<file path="src/hdl/sdes_pkg.sv">
// Constants for the DRAM data, strobe and alert pin logic
package sdes_pkg;
    localparam int DQ_W = 16;
    localparam int CA_W = 23;
    localparam int MR2_TSTROBE_BIT = 11;
    localparam int MR5_VREFMON_BIT = 4;
    localparam int VREF_DQ_IDX = 2;
    localparam int CRC_ALERT_NS = 40;
    localparam int PAR_ALERT_NS = 400;
    localparam int CLK_PS = 5000;
    localparam int CRC_ALERT_CYC = (CRC_ALERT_NS * 1000) / CLK_PS;
    localparam int PAR_ALERT_CYC = (PAR_ALERT_NS * 1000) / CLK_PS;
    localparam logic [1:0] IRQ_CRC = 2'h1;
    localparam logic [1:0] IRQ_PAR = 2'h2;
    localparam logic [3:0] ADDR_STATUS = 4'h0;
    localparam logic [3:0] ADDR_MASK = 4'h1;
    localparam logic [3:0] ADDR_CTRL = 4'h2;
    localparam logic [3:0] ADDR_CRC = 4'h3;
    localparam logic [3:0] ADDR_WDATA = 4'h4;
    localparam logic [3:0] ADDR_RDATA = 4'h5;
    localparam int CTRL_CRC_EN = 0;
    localparam int CTRL_PAR_EN = 1;
    localparam int CTRL_VREFMON = 2;
    localparam int CTRL_TSTROBE = 3;
    localparam int CTRL_MASK_SEL = 4;
    localparam int CTRL_INV_SEL = 5;
    localparam int CTRL_WIDE = 6;
    localparam int CTRL_DRIVE = 7;
    localparam int CTRL_CRC_ERR = 8;
endpackage : sdes_pkg

</file>
<file path="src/hdl/sdes_pins.sv">
// Data, strobe, parity and alert pin logic of the memory device
`timescale 1ns/1ps
module sdes_pins
    import sdes_pkg::*;
#(
    parameter bit IS_X16 = 1'b1
) (
    input wire logic mclk,
    input wire logic rst_b,
    input wire logic [3:0] regAddr,
    input wire logic [15:0] regWdata,
    input wire logic regWr,
    input wire logic regRd,
    output logic [15:0] regRdata_r,
    output logic irq_r,
    input wire logic [DQ_W-1:0] dqIn,
    output logic [DQ_W-1:0] dqOut_r,
    output logic [DQ_W-1:0] dqOe_r,
    input wire logic lowerByteStrobeT,
    input wire logic lowerByteStrobeC,
    input wire logic upperByteStrobeT,
    input wire logic upperByteStrobeC,
    output logic lowerStrobeOutT_r,
    output logic lowerStrobeOutC_r,
    output logic upperStrobeOutT_r,
    output logic upperStrobeOutC_r,
    output logic strobeOe_r,
    input wire logic [1:0] writeMaskIn,
    output logic [1:0] busInvOut_r,
    output logic busInvOe_r,
    output logic termStrobeTermEn_r,
    input wire logic vrefLevel,
    input wire logic lineTerminationOn,
    input wire logic csIn_b,
    input wire logic [CA_W-1:0] cmdAddrIn,
    input wire logic cmdAddrParityIn,
    input wire logic connectivityTestEnable,
    input wire logic alertIn,
    output logic alertOut_b_r,
    output logic alertOe_r,
    output logic alertSeen_r
);
    initial begin
        if (CRC_ALERT_CYC < 1 || PAR_ALERT_CYC <= CRC_ALERT_CYC)
            $error("Alert pulse widths unusable");
    end

    // Two-flop synchronisers for pins
    logic [DQ_W-1:0] dqS1, dqS2;
    logic [3:0] dqsS1, dqsS2, dqsD;
    logic [1:0] dmS1, dmS2;
    logic [CA_W+1:0] caS1, caS2;
    logic tenS1, tenS2, alS1, alS2, vrS1, vrS2, rtS1, rtS2;
    always_ff @(posedge mclk or negedge rst_b) begin
        if (!rst_b) begin
            dqS1 <= '0; dqS2 <= '0; dqsS1 <= 4'h0; dqsS2 <= 4'h0;
            dqsD <= 4'h0; dmS1 <= 2'h3; dmS2 <= 2'h3;
            caS1 <= '1; caS2 <= '1; tenS1 <= 1'b0; tenS2 <= 1'b0;
            alS1 <= 1'b1; alS2 <= 1'b1; vrS1 <= 1'b0; vrS2 <= 1'b0;
            rtS1 <= 1'b0; rtS2 <= 1'b0;
        end else begin
            dqS1 <= dqIn; dqS2 <= dqS1;
            dqsS1 <= {upperByteStrobeT, upperByteStrobeC,
                      lowerByteStrobeT, lowerByteStrobeC};
            dqsS2 <= dqsS1; dqsD <= dqsS2;
            dmS1 <= writeMaskIn; dmS2 <= dmS1;
            caS1 <= {csIn_b, cmdAddrParityIn, cmdAddrIn}; caS2 <= caS1;
            tenS1 <= connectivityTestEnable; tenS2 <= tenS1;
            alS1 <= alertIn; alS2 <= alS1;
            vrS1 <= vrefLevel; vrS2 <= vrS1;
            rtS1 <= lineTerminationOn; rtS2 <= rtS1;
        end
    end

    // Control register and software-visible state
    logic [15:0] ctrl_r, mask_r, wdata_r, rdata_r, crcCode_r;
    logic [1:0] status_r;
    logic crcEv, parEv;
    wire wrCtrl = regWr && regAddr == ADDR_CTRL;
    always_ff @(posedge mclk or negedge rst_b) begin
        if (!rst_b) begin
            ctrl_r <= 16'h0000; mask_r <= 16'h0000;
            wdata_r <= 16'h0000; crcCode_r <= 16'h0000;
        end else if (regWr) begin
            if (regAddr == ADDR_CTRL) ctrl_r <= regWdata;
            if (regAddr == ADDR_MASK) mask_r <= regWdata;
            if (regAddr == ADDR_WDATA) wdata_r <= regWdata;
            if (regAddr == ADDR_CRC) crcCode_r <= regWdata;
        end
    end
    // Set wins over write-one-to-clear
    always_ff @(posedge mclk or negedge rst_b) begin
        if (!rst_b) status_r <= 2'h0;
        else status_r <= (status_r & ~((regWr && regAddr == ADDR_STATUS)
            ? regWdata[1:0] : 2'h0)) | (crcEv ? IRQ_CRC : 2'h0)
            | (parEv ? IRQ_PAR : 2'h0);
    end
    always_ff @(posedge mclk or negedge rst_b) begin
        if (!rst_b) irq_r <= 1'b0;
        else irq_r <= |(status_r & mask_r[1:0]);
    end
    always_ff @(posedge mclk or negedge rst_b) begin
        if (!rst_b) regRdata_r <= 16'h0000;
        else if (regRd) begin
            unique case (regAddr)
                ADDR_STATUS: regRdata_r <= {14'h0000, status_r};
                ADDR_MASK: regRdata_r <= mask_r;
                ADDR_CTRL: regRdata_r <= ctrl_r;
                ADDR_CRC: regRdata_r <= crcCode_r;
                ADDR_WDATA: regRdata_r <= wdata_r;
                ADDR_RDATA: regRdata_r <= rdata_r;
                default: regRdata_r <= 16'h0000;
            endcase
        end else regRdata_r <= 16'h0000;
    end

    wire testMode = IS_X16 && tenS2;
    wire tstrobeOn = !IS_X16 && ctrl_r[CTRL_TSTROBE];
    wire vrefMon = ctrl_r[CTRL_VREFMON] && !rtS2;

    // Write capture on true strobe rise, complement fall
    function automatic logic strobeEdge(input logic [1:0] now,
                                        input logic [1:0] was);
        strobeEdge = (now == 2'b10) && (was != 2'b10);
    endfunction
    logic [1:0] capEdge;
    assign capEdge[0] = strobeEdge(dqsS2[1:0], dqsD[1:0]);
    assign capEdge[1] = strobeEdge(dqsS2[3:2], dqsD[3:2]);
    genvar g;
    generate
        for (g = 0; g < 2; g++) begin : gByte
            always_ff @(posedge mclk or negedge rst_b) begin
                if (!rst_b) rdata_r[g*8 +: 8] <= 8'h00;
                else if (capEdge[g] && !ctrl_r[CTRL_DRIVE]) begin
                    if (!tstrobeOn && ctrl_r[CTRL_MASK_SEL]
                        && !dmS2[g]) begin
                        rdata_r[g*8 +: 8] <= rdata_r[g*8 +: 8];
                    end else if (!tstrobeOn && ctrl_r[CTRL_INV_SEL]
                        && !dmS2[g]) begin
                        rdata_r[g*8 +: 8] <= ~dqS2[g*8 +: 8];
                    end else begin
                        rdata_r[g*8 +: 8] <= dqS2[g*8 +: 8];
                    end
                end
            end
        end
    endgenerate

    // Read drive: strobe toggles with each beat, edge aligned
    logic [1:0] beat_r;
    always_ff @(posedge mclk or negedge rst_b) begin
        if (!rst_b) beat_r <= 2'h0;
        else if (ctrl_r[CTRL_DRIVE] && !testMode) beat_r <= beat_r + 2'h1;
        else beat_r <= 2'h0;
    end
    wire crcBeat = ctrl_r[CTRL_CRC_EN] && beat_r == 2'h3;
    always_ff @(posedge mclk or negedge rst_b) begin
        if (!rst_b) begin
            dqOut_r <= '0; dqOe_r <= '0;
        end else if (vrefMon) begin
            dqOut_r <= '0;
            dqOut_r[VREF_DQ_IDX] <= vrS2;
            dqOe_r <= '0;
            dqOe_r[VREF_DQ_IDX] <= 1'b1;
        end else if (ctrl_r[CTRL_DRIVE] && !testMode) begin
            dqOut_r <= crcBeat ? crcCode_r : wdata_r;
            dqOe_r <= '1;
        end else begin
            dqOut_r <= '0; dqOe_r <= '0;
        end
    end
    wire drv = ctrl_r[CTRL_DRIVE] && !testMode && !vrefMon;
    always_ff @(posedge mclk or negedge rst_b) begin
        if (!rst_b) begin
            lowerStrobeOutT_r <= 1'b0; lowerStrobeOutC_r <= 1'b1;
            upperStrobeOutT_r <= 1'b0; upperStrobeOutC_r <= 1'b1;
            strobeOe_r <= 1'b0;
        end else begin
            lowerStrobeOutT_r <= drv & ~beat_r[0];
            lowerStrobeOutC_r <= ~(drv & ~beat_r[0]);
            upperStrobeOutT_r <= drv & ~beat_r[0];
            upperStrobeOutC_r <= ~(drv & ~beat_r[0]);
            strobeOe_r <= drv;
        end
    end
    always_ff @(posedge mclk or negedge rst_b) begin
        if (!rst_b) begin
            busInvOut_r <= 2'h3; busInvOe_r <= 1'b0;
            termStrobeTermEn_r <= 1'b0;
        end else begin
            busInvOut_r <= 2'h3;
            busInvOe_r <= drv && !tstrobeOn && ctrl_r[CTRL_INV_SEL];
            termStrobeTermEn_r <= tstrobeOn && rtS2 && !drv;
        end
    end

    // Parity: even over command/address plus parity bit
    assign parEv = ctrl_r[CTRL_PAR_EN] && !caS2[CA_W+1]
                   && (^caS2[CA_W:0]);
    assign crcEv = wrCtrl && regWdata[CTRL_CRC_ERR];
    logic [15:0] alertCnt_r;
    always_ff @(posedge mclk or negedge rst_b) begin
        if (!rst_b) alertCnt_r <= 16'h0000;
        else if (parEv) alertCnt_r <= 16'(PAR_ALERT_CYC);
        else if (crcEv && alertCnt_r == 16'h0000)
            alertCnt_r <= 16'(CRC_ALERT_CYC);
        else if (alertCnt_r != 16'h0000) alertCnt_r <= alertCnt_r - 16'h1;
    end
    always_ff @(posedge mclk or negedge rst_b) begin
        if (!rst_b) begin
            alertOut_b_r <= 1'b1; alertOe_r <= 1'b0; alertSeen_r <= 1'b1;
        end else begin
            alertOe_r <= !testMode && alertCnt_r != 16'h0000;
            alertOut_b_r <= 1'b0;
            alertSeen_r <= testMode ? alS2 : 1'b1;
        end
    end

    a_crc_alert_len: assert property (@(posedge mclk) disable iff (!rst_b)
        crcEv && alertCnt_r == 0 && !parEv && !testMode
        |=> alertCnt_r == 16'(CRC_ALERT_CYC))
        else $error("Checksum alert length wrong");
    a_par_alert_len: assert property (@(posedge mclk) disable iff (!rst_b)
        parEv |=> alertCnt_r == 16'(PAR_ALERT_CYC))
        else $error("Parity alert length wrong");
    a_par_detect: assert property (@(posedge mclk) disable iff (!rst_b)
        ctrl_r[CTRL_PAR_EN] && !caS2[CA_W+1] && ^caS2[CA_W:0]
        |=> status_r[1])
        else $error("Parity error not flagged");
    a_alert_test_in: assert property (@(posedge mclk) disable iff (!rst_b)
        testMode |=> !alertOe_r)
        else $error("Alert driven in test mode");
    a_vref_drive: assert property (@(posedge mclk)
        disable iff (!rst_b) vrefMon
        |=> dqOe_r[VREF_DQ_IDX] && dqOut_r[VREF_DQ_IDX] == $past(vrS2))
        else $error("Reference level not on line two");
    // Only line two may be driven while the reference is shown
    a_vref_only_two: assert property (@(posedge mclk)
        disable iff (!rst_b) vrefMon
        |=> dqOe_r == (DQ_W'(1) << VREF_DQ_IDX))
        else $error("Other data lines driven during monitor");
    // Drive must be checked too: a beat count can outlive the drive bit
    a_crc_beat: assert property (@(posedge mclk) disable iff (!rst_b)
        crcBeat && drv |=> dqOut_r == $past(crcCode_r))
        else $error("Checksum beat missing");
    a_read_data: assert property (@(posedge mclk)
        disable iff (!rst_b) drv && !crcBeat
        |=> dqOe_r == '1 && dqOut_r == $past(wdata_r))
        else $error("Read burst data wrong");
    a_strobe_oe: assert property (@(posedge mclk)
        disable iff (!rst_b) drv |=> strobeOe_r)
        else $error("Strobe not driven with read data");
    a_mask_keep: assert property (@(posedge mclk)
        disable iff (!rst_b) capEdge[0] && !ctrl_r[CTRL_DRIVE]
        && !tstrobeOn && ctrl_r[CTRL_MASK_SEL] && !dmS2[0]
        |=> $stable(rdata_r[7:0]))
        else $error("Masked byte was stored");
    a_inv_store: assert property (@(posedge mclk)
        disable iff (!rst_b) capEdge[0] && !ctrl_r[CTRL_DRIVE]
        && !tstrobeOn && !ctrl_r[CTRL_MASK_SEL]
        && ctrl_r[CTRL_INV_SEL] && !dmS2[0]
        |=> rdata_r[7:0] == ~$past(dqS2[7:0]))
        else $error("Inverted byte not complemented");
    a_crc_alert_end: assert property (@(posedge mclk)
        disable iff (!rst_b) alertCnt_r == 16'h0001 && !parEv && !crcEv
        |=> alertCnt_r == 16'h0000)
        else $error("Checksum alert does not release");
    a_alert_drive: assert property (@(posedge mclk)
        disable iff (!rst_b) !testMode && alertCnt_r != 16'h0000
        |=> alertOe_r && !alertOut_b_r)
        else $error("Alert not pulled low");
    a_test_seen: assert property (@(posedge mclk)
        disable iff (!rst_b) testMode |=> alertSeen_r == $past(alS2))
        else $error("Alert pin not read in test mode");
    a_term_follow: assert property (@(posedge mclk)
        disable iff (!rst_b) tstrobeOn && rtS2 && !drv
        |=> termStrobeTermEn_r)
        else $error("Termination strobe not terminated");
    a_strobe_diff: assert property (@(posedge mclk) disable iff (!rst_b)
        lowerStrobeOutT_r != lowerStrobeOutC_r
        && upperStrobeOutT_r != upperStrobeOutC_r)
        else $error("Strobe pair not complementary");
    a_x8_no_test: assert property (@(posedge mclk) disable iff (!rst_b)
        !IS_X16 |-> !testMode)
        else $error("Test mode on x8");
    a_tstrobe_off: assert property (@(posedge mclk) disable iff (!rst_b)
        tstrobeOn |=> !busInvOe_r)
        else $error("Inversion driven with termination strobe");
endmodule : sdes_pins

</file>
<file path="config.mk">
export PLATFORM = sky130hd
export DESIGN_NAME = sdes_pins
export DESIGN_NICKNAME = d
export VERILOG_FILES = /design/src/hdl/sdes_pkg.sv /design/src/hdl/sdes_pins.sv
export SDC_FILE = /design/constraint.sdc
export NUM_CORES = 1
export LEC_CHECK = 0
export BUFFER_PORTS_ARGS = -buffer_cell sky130_fd_sc_hd__buf_2
export CAP_MARGIN = 20
export CORE_MARGIN = 5
export CORE_UTILIZATION = 30
export DETAILED_ROUTE_END_ITERATION = 10
export GPL_TIMING_DRIVEN = 0
export PLACE_DENSITY = 0.52
export SETUP_SLACK_MARGIN = 0.3
export SYNTH_ARGS = -nofsm -noshare
export SYNTH_HDL_FRONTEND = slang
export SYNTH_SLANG_ARGS = --single-unit
export TNS_END_PERCENT = 10
</file>
<file path="constraint.sdc">
create_clock -name mclk -period 5.25 [get_ports mclk]
set_input_delay 1.3125 -clock mclk [delete_from_list [all_inputs] [get_ports mclk]]
set_output_delay 1.3125 -clock mclk [all_outputs]
set_load 0.02 [all_outputs]
</file>
======== After elaboration in Yosys (flattened, before gate mapping) ========
Cells that the tools add are included.
cells by class
  add/sub/neg operators ................... 2
  equal/unequal tests ..................... 10
  multiplexer cells ....................... 17
  bitwise logic cells ..................... 12
  reduce and logical (&&, ||, !) cells .... 39
operator list
  operator                                             count
  2-to-1 mux 16 bit                                    9
  one-hot mux 16 bit (6 select lines)                  1
  XOR reduction 24 bit                                 1
  logical AND 1 bit                                    20
  logical NOT 16 bit                                   1
  2-to-1 mux 8 bit                                     2
  NOT 8 bit                                            2
  nonzero test 16 bit                                  1
  subtractor 16 x 1 -> 16 bit (second input constant)  1
  AND reduction 2 bit                                  6
  == test 4 x 2 -> 1 bit (second input constant)       2
  == test 4 x 3 -> 1 bit (second input constant)       2
  logical NOT 1 bit                                    7
  == test 2 bit (second input constant)                3
  2-to-1 mux 2 bit                                     3
  AND 2 bit                                            2
  == test 4 x 1 -> 1 bit (second input constant)       1
  logical NOT 4 bit                                    1
  inequality test 2 bit (second input constant)        2
  NOT 1 bit                                            4
  nonzero test 3 bit                                   1
  adder 2 x 1 -> 2 bit (second input constant)         1
  2-to-1 mux 1 bit                                     2
  NOT 2 bit                                            1
  other kinds (4)                                      4
storage, ports and cells
  register bits after elaboration ......... 262
  input port bits ......................... 75
  output and inout port bits .............. 61
  word-level logic and storage cells ...... 117

======== Logic depth before layout (Yosys ltp) ========
  word-level depth ........................ 7
  depth in mapped cells ................... 7
  mapped depth without buffers ............ 7

======== Least setup slack after synthesis ========
OpenSTA, ideal clock, no wires.
  path kind ............................... input to register
  start point ............................. input port regAddr[1]
  end point ............................... register mask_r[10]
  setup time .............................. 125 ps
  data arrival time ....................... 2669 ps
  required time ........................... 5125 ps
  setup slack ............................. 2456 ps
  stages .................................. 5
  path buffers ............................ 2
  path through ............................ buf_2 -> nor4b_2 -> nand2_2 -> buf_2 -> mux2_2
between the ends
  longest elaborated chain between the ends .. 2
ends and longest elaborated chain
  element                        RTL line         text
  start: declaration             sdes_pins.sv:10  input wire logic [3:0] regAddr,
  == test 4 x 1 -> 1 bit         sdes_pins.sv:86  if (regAddr == ADDR_MASK) mask_r <= regWdata;
  AND reduction 2 bit (no line)  n/a
  end signal: assignment         sdes_pins.sv:86
  end: declaration               sdes_pins.sv:76  logic [15:0] ctrl_r, mask_r, wdata_r, rdata_r, crcCode_r;
Every way passes these cells.
A chain may end at the register's enable or synchronous reset.

======== Worst setup path in the final report ========
  start point ............................. input port regAddr[2]
  end point ............................... register regRdata_r[11]
between the ends
  longest elaborated chain between the ends .. 3
  elaborated cells between the ends (all ways) .. 8
  classes of those cells .................. 5 x eq/ne; 2 x mux; 1 x reduce/logical
ends and longest elaborated chain
  element                                               RTL line          text
  == test 4 x 3 -> 1 bit, or another cell as far along  sdes_pins.sv:105  unique case (regAddr)
  one-hot mux 16 bit (6 select lines) (*)               sdes_pins.sv:105
  2-to-1 mux 16 bit (*)                                 sdes_pins.sv:104  else if (regRd) begin
  end signal: assignment                                sdes_pins.sv:106  ADDR_STATUS: regRdata_r <= {14'h0000, status_r};
  end signal: assignment                                sdes_pins.sv:107  ADDR_MASK: regRdata_r <= mask_r;
  end signal: assignment                                sdes_pins.sv:108  ADDR_CTRL: regRdata_r <= ctrl_r;
  end: declaration                                      sdes_pins.sv:14   output logic [15:0] regRdata_r,
Every way passes the cells marked *; elsewhere a longest branch is shown, timed or not.

==> run metrics <==
status=complete, no violations; critical path required time=5.67 ns; worst hold slack=approximately 0.34 ns; CTS H-tree lvls=1; Tmin final=around 3.0 ns; Num CTS Buffers=28; Max-Cap Viols=0; grt total ovfl=0; standard-cell rows=63; layout cells sized above 1=between 40 and 50%; vias=5357; crit path kind=in -> reg; fmax=approximately 0.33 GHz; initial antenna violation count=4; Total GRT Usage=a little under an eighth; total power=between 5 and 6 mW; post-synth top area share=between 50% and 60%; CTS tree=built; Async SR Flop Fraction=100%; DP Wirelength=approximately 14000 um; synthesized area=between 0.009 and 0.01 sq mm; PnR worst setup slack=2.23 ns; CTS root buf=clkbuf_16; Top FF cell, synth=dfrtp_1; Worst-Margin Slew=1.12 ns; worst vdd ir=about 230 uV; Initial DRC Count=between 300 and 400; Avg Cell Area, Syn=13.9 sq um; crit path launch type=primary input; DRT antenna net count=0; RSZ-0062 raised after global routing=false; first-pass GRT wire length=31500 um; largest net degree at the start of global routing=130; crit path max fanout=10; gpl congestion=approximately 0.79; Final setup viols=0; final WL=20000 um; clock latency at the later pin of the worst-skew pair=roughly 0.53 ns; endpoint type of the worst setup path=flop; Worst EP arrival=3.44 ns; commonest non-fill, non-tap cell in the layout=dfrtp_1; Final nets=around 890; DRC=0; Slew Limit Fails=0; Gate Count Post-Synth=650; Die Y-Extent=around 180 um; DR WL/cell=~16 um; Fill cells=between 2000 and 3000; I/O Buffers=130; P_leak=5.08 nW; P_int=roughly 3.8 mW; worst slack, placed=roughly 1.7 ns; starting density of the core=30.4%; Hold/Removal Path Class=reg -> reg; Final Hold Viols=0; Synth cell types=46; sw power=about 1.3 mW; Vias/cell=about 4.4; post-CTS resize count=0; fin crit share=about 57%; Post-synth EDFFs=0; CTS hold repair buffers=0; Gate power share=14.6%; Worst Skew=~0.0088 ns; clock slew at reported path FFs=0.06 ns; maximum root-to-sink buffer count=3; Seq/Total Area, Yosys=approximately 69%; core area=approximately 0.030 sq mm; io pins=136; sequential share of power=47.2%; area growth from synthesis to layout=23.6%; switching share of power=between 20% and 30%; Rel. slew slack=between 20% and 30%; Synthesis Warnings=0; commonest cells after routing, fill and taps aside=dfrtp_1, buf_2, nand2_1; #FFs+latches synth=between 200 and 250; Sink Count=~250; clock share of power=between 30% and 40%; ranking of synthesized cells by area=dfrtp_1, dfstp_2, mux2_2; area leader, netlist=dfrtp_1; die area=roughly 0.034 sq mm; DRT Pass-1 Iters=5; number of global-route vias before repair=5541; ant diodes=0; die width=~180 um; power density over the cells=roughly 450 mW/mm^2; Post-CTS Setup Repair Bufs=0
[cells by family (layout without fill, tap and decap cells)]
family | count (synthesis) | in the layout | share of synthesized area [%]
DFF | 247 | 247 | 69.2
and+or+nand+nor | 139 | 139 | 7.34
AOI/OAI and AO/OA | 95 | 95 | 6.92
muxes | 67 | 67 | 8.32
buffers and inverters | 51 | 232 | 3.13
xor gates and xnor gates | 47 | 47 | 4.71
adders and majority gates | 2 | 2 | 0.277
other | 2 | 4 | 0.0831
[synth_stat cells, types with 2 or more instances]
cell,count
a211oi_1,2
a21o_2,2
a21oi_1,33
a222oi_1,14
a22oi_1,18
a31oi_1,3
and2_1,3
buf_2,6
buf_4,20
clkbuf_1,15
conb_1,2
dfrtp_1,188
dfstp_2,59
ha_1,2
inv_1,8
mux2_2,65
mux2i_1,2
nand2_1,69
nand2b_1,6
nand3_1,4
nand3b_1,2
nand4_1,2
nor2_1,27
nor2b_1,2
nor3_1,6
nor4_1,4
nor4b_1,2
nor4bb_1,2
o2111ai_1,2
o21ai_0,18
or4_1,3
xnor2_1,38
xor2_1,8
[metal layers]
metal | up-vias | part of all wire [%] | global-route usage, %
met5 | - | 0.27 | 0
met4 | 8 | 1.7 | 2.95
met3 | 35 | 6.3 | 2.65
met2 | 146 | 47 | 18.4
met1 | 2618 | 44 | 16.6
li1 | 2550 | - | -
[flip-flops by register name, summed over array words and instances (netlist names), 4 cells and up]
name and count:
rdata_r 16, dqOut_r 16, caS2 25, dqsD 4, dqsS1 4, mask_r 16, caS1 25, dqsS2 4
crcCode_r 16, dqS1 16, dqS2 16, ctrl_r 16, alertCnt_r 16, regRdata_r 16, wdata_r 16
[worst max-delay path: stages]
cell and delay, ns:
buf_2 0.16, nor4b_2 0.96, clkbuf_1 0.59, a222oi_1 0.18, a21oi_1 0.23
[power groups by stage]
stage | Clock (mW) | Combinational (mW) | Sequential, mW
2_1_floorplan | 0 | 0.508 | 2.39
4_1_cts | 2.02 | 0.756 | 2.40
3_5_place_dp | 0 | 0.753 | 2.43
3_3_place_gp | 0 | 0.737 | 2.42
5_1_grt | 2.09 | 0.835 | 2.43
6_report | 1.94 | 0.742 | 2.40
[layout make-up]
class                      count  area (sq um)  area share (%)
sequential                   247          6250            56.0
multi-input combinational    354          2510            22.4
clock buffer                  44           862            7.72
timing repair buffer         132           698            6.25
tap                          390           488            4.37
buffer                        43           253            2.26
clock inverter                 5          78.8           0.706
inverter                       8          30.0           0.269
[worst paths after layout]
| kind | start | end | slack, ns | cells after the start |
|---|---|---|---|---|
| worst max-delay path | regAddr[2] | regRdata_r[11]$_DFF_PN0_ | 2.23 | 5 |
| worst min-delay path | dqS1[6]$_DFF_PN0_ | dqS2[6]$_DFF_PN0_ | 0.34 | 0 |
| worst max register to register | alertCnt_r[0]$_DFFE_PN0P_ | alertCnt_r[2]$_DFFE_PN0P_ | 2.96 | 7 |
| worst min register to register | dqS1[6]$_DFF_PN0_ | dqS2[6]$_DFF_PN0_ | 0.34 | 0 |
| max in group asynchronous | rst_b | crcCode_r[8]$_DFFE_PN0P_ | 3.23 | 2 |
| min in group asynchronous | rst_b | dqS1[2]$_DFF_PN0_ | 0.92 | 1 |
[metrics by stage]
stage | area, sq um | instances | setup TNS [ns] | util, %
floorplan | 9040 | 652 | 0 | -
global route | 11200 | 1223 | 0 | 37.6
detailed placement | 10200 | 1174 | 0 | 34.4
finish | 11200 | 1223 | 0 | 37.6
CTS | 11200 | 1223 | 0 | 37.6
global placement | 10200 | 1172 | -287.26 | 34.3
Note: power is estimated with default switching activity, not from simulation.
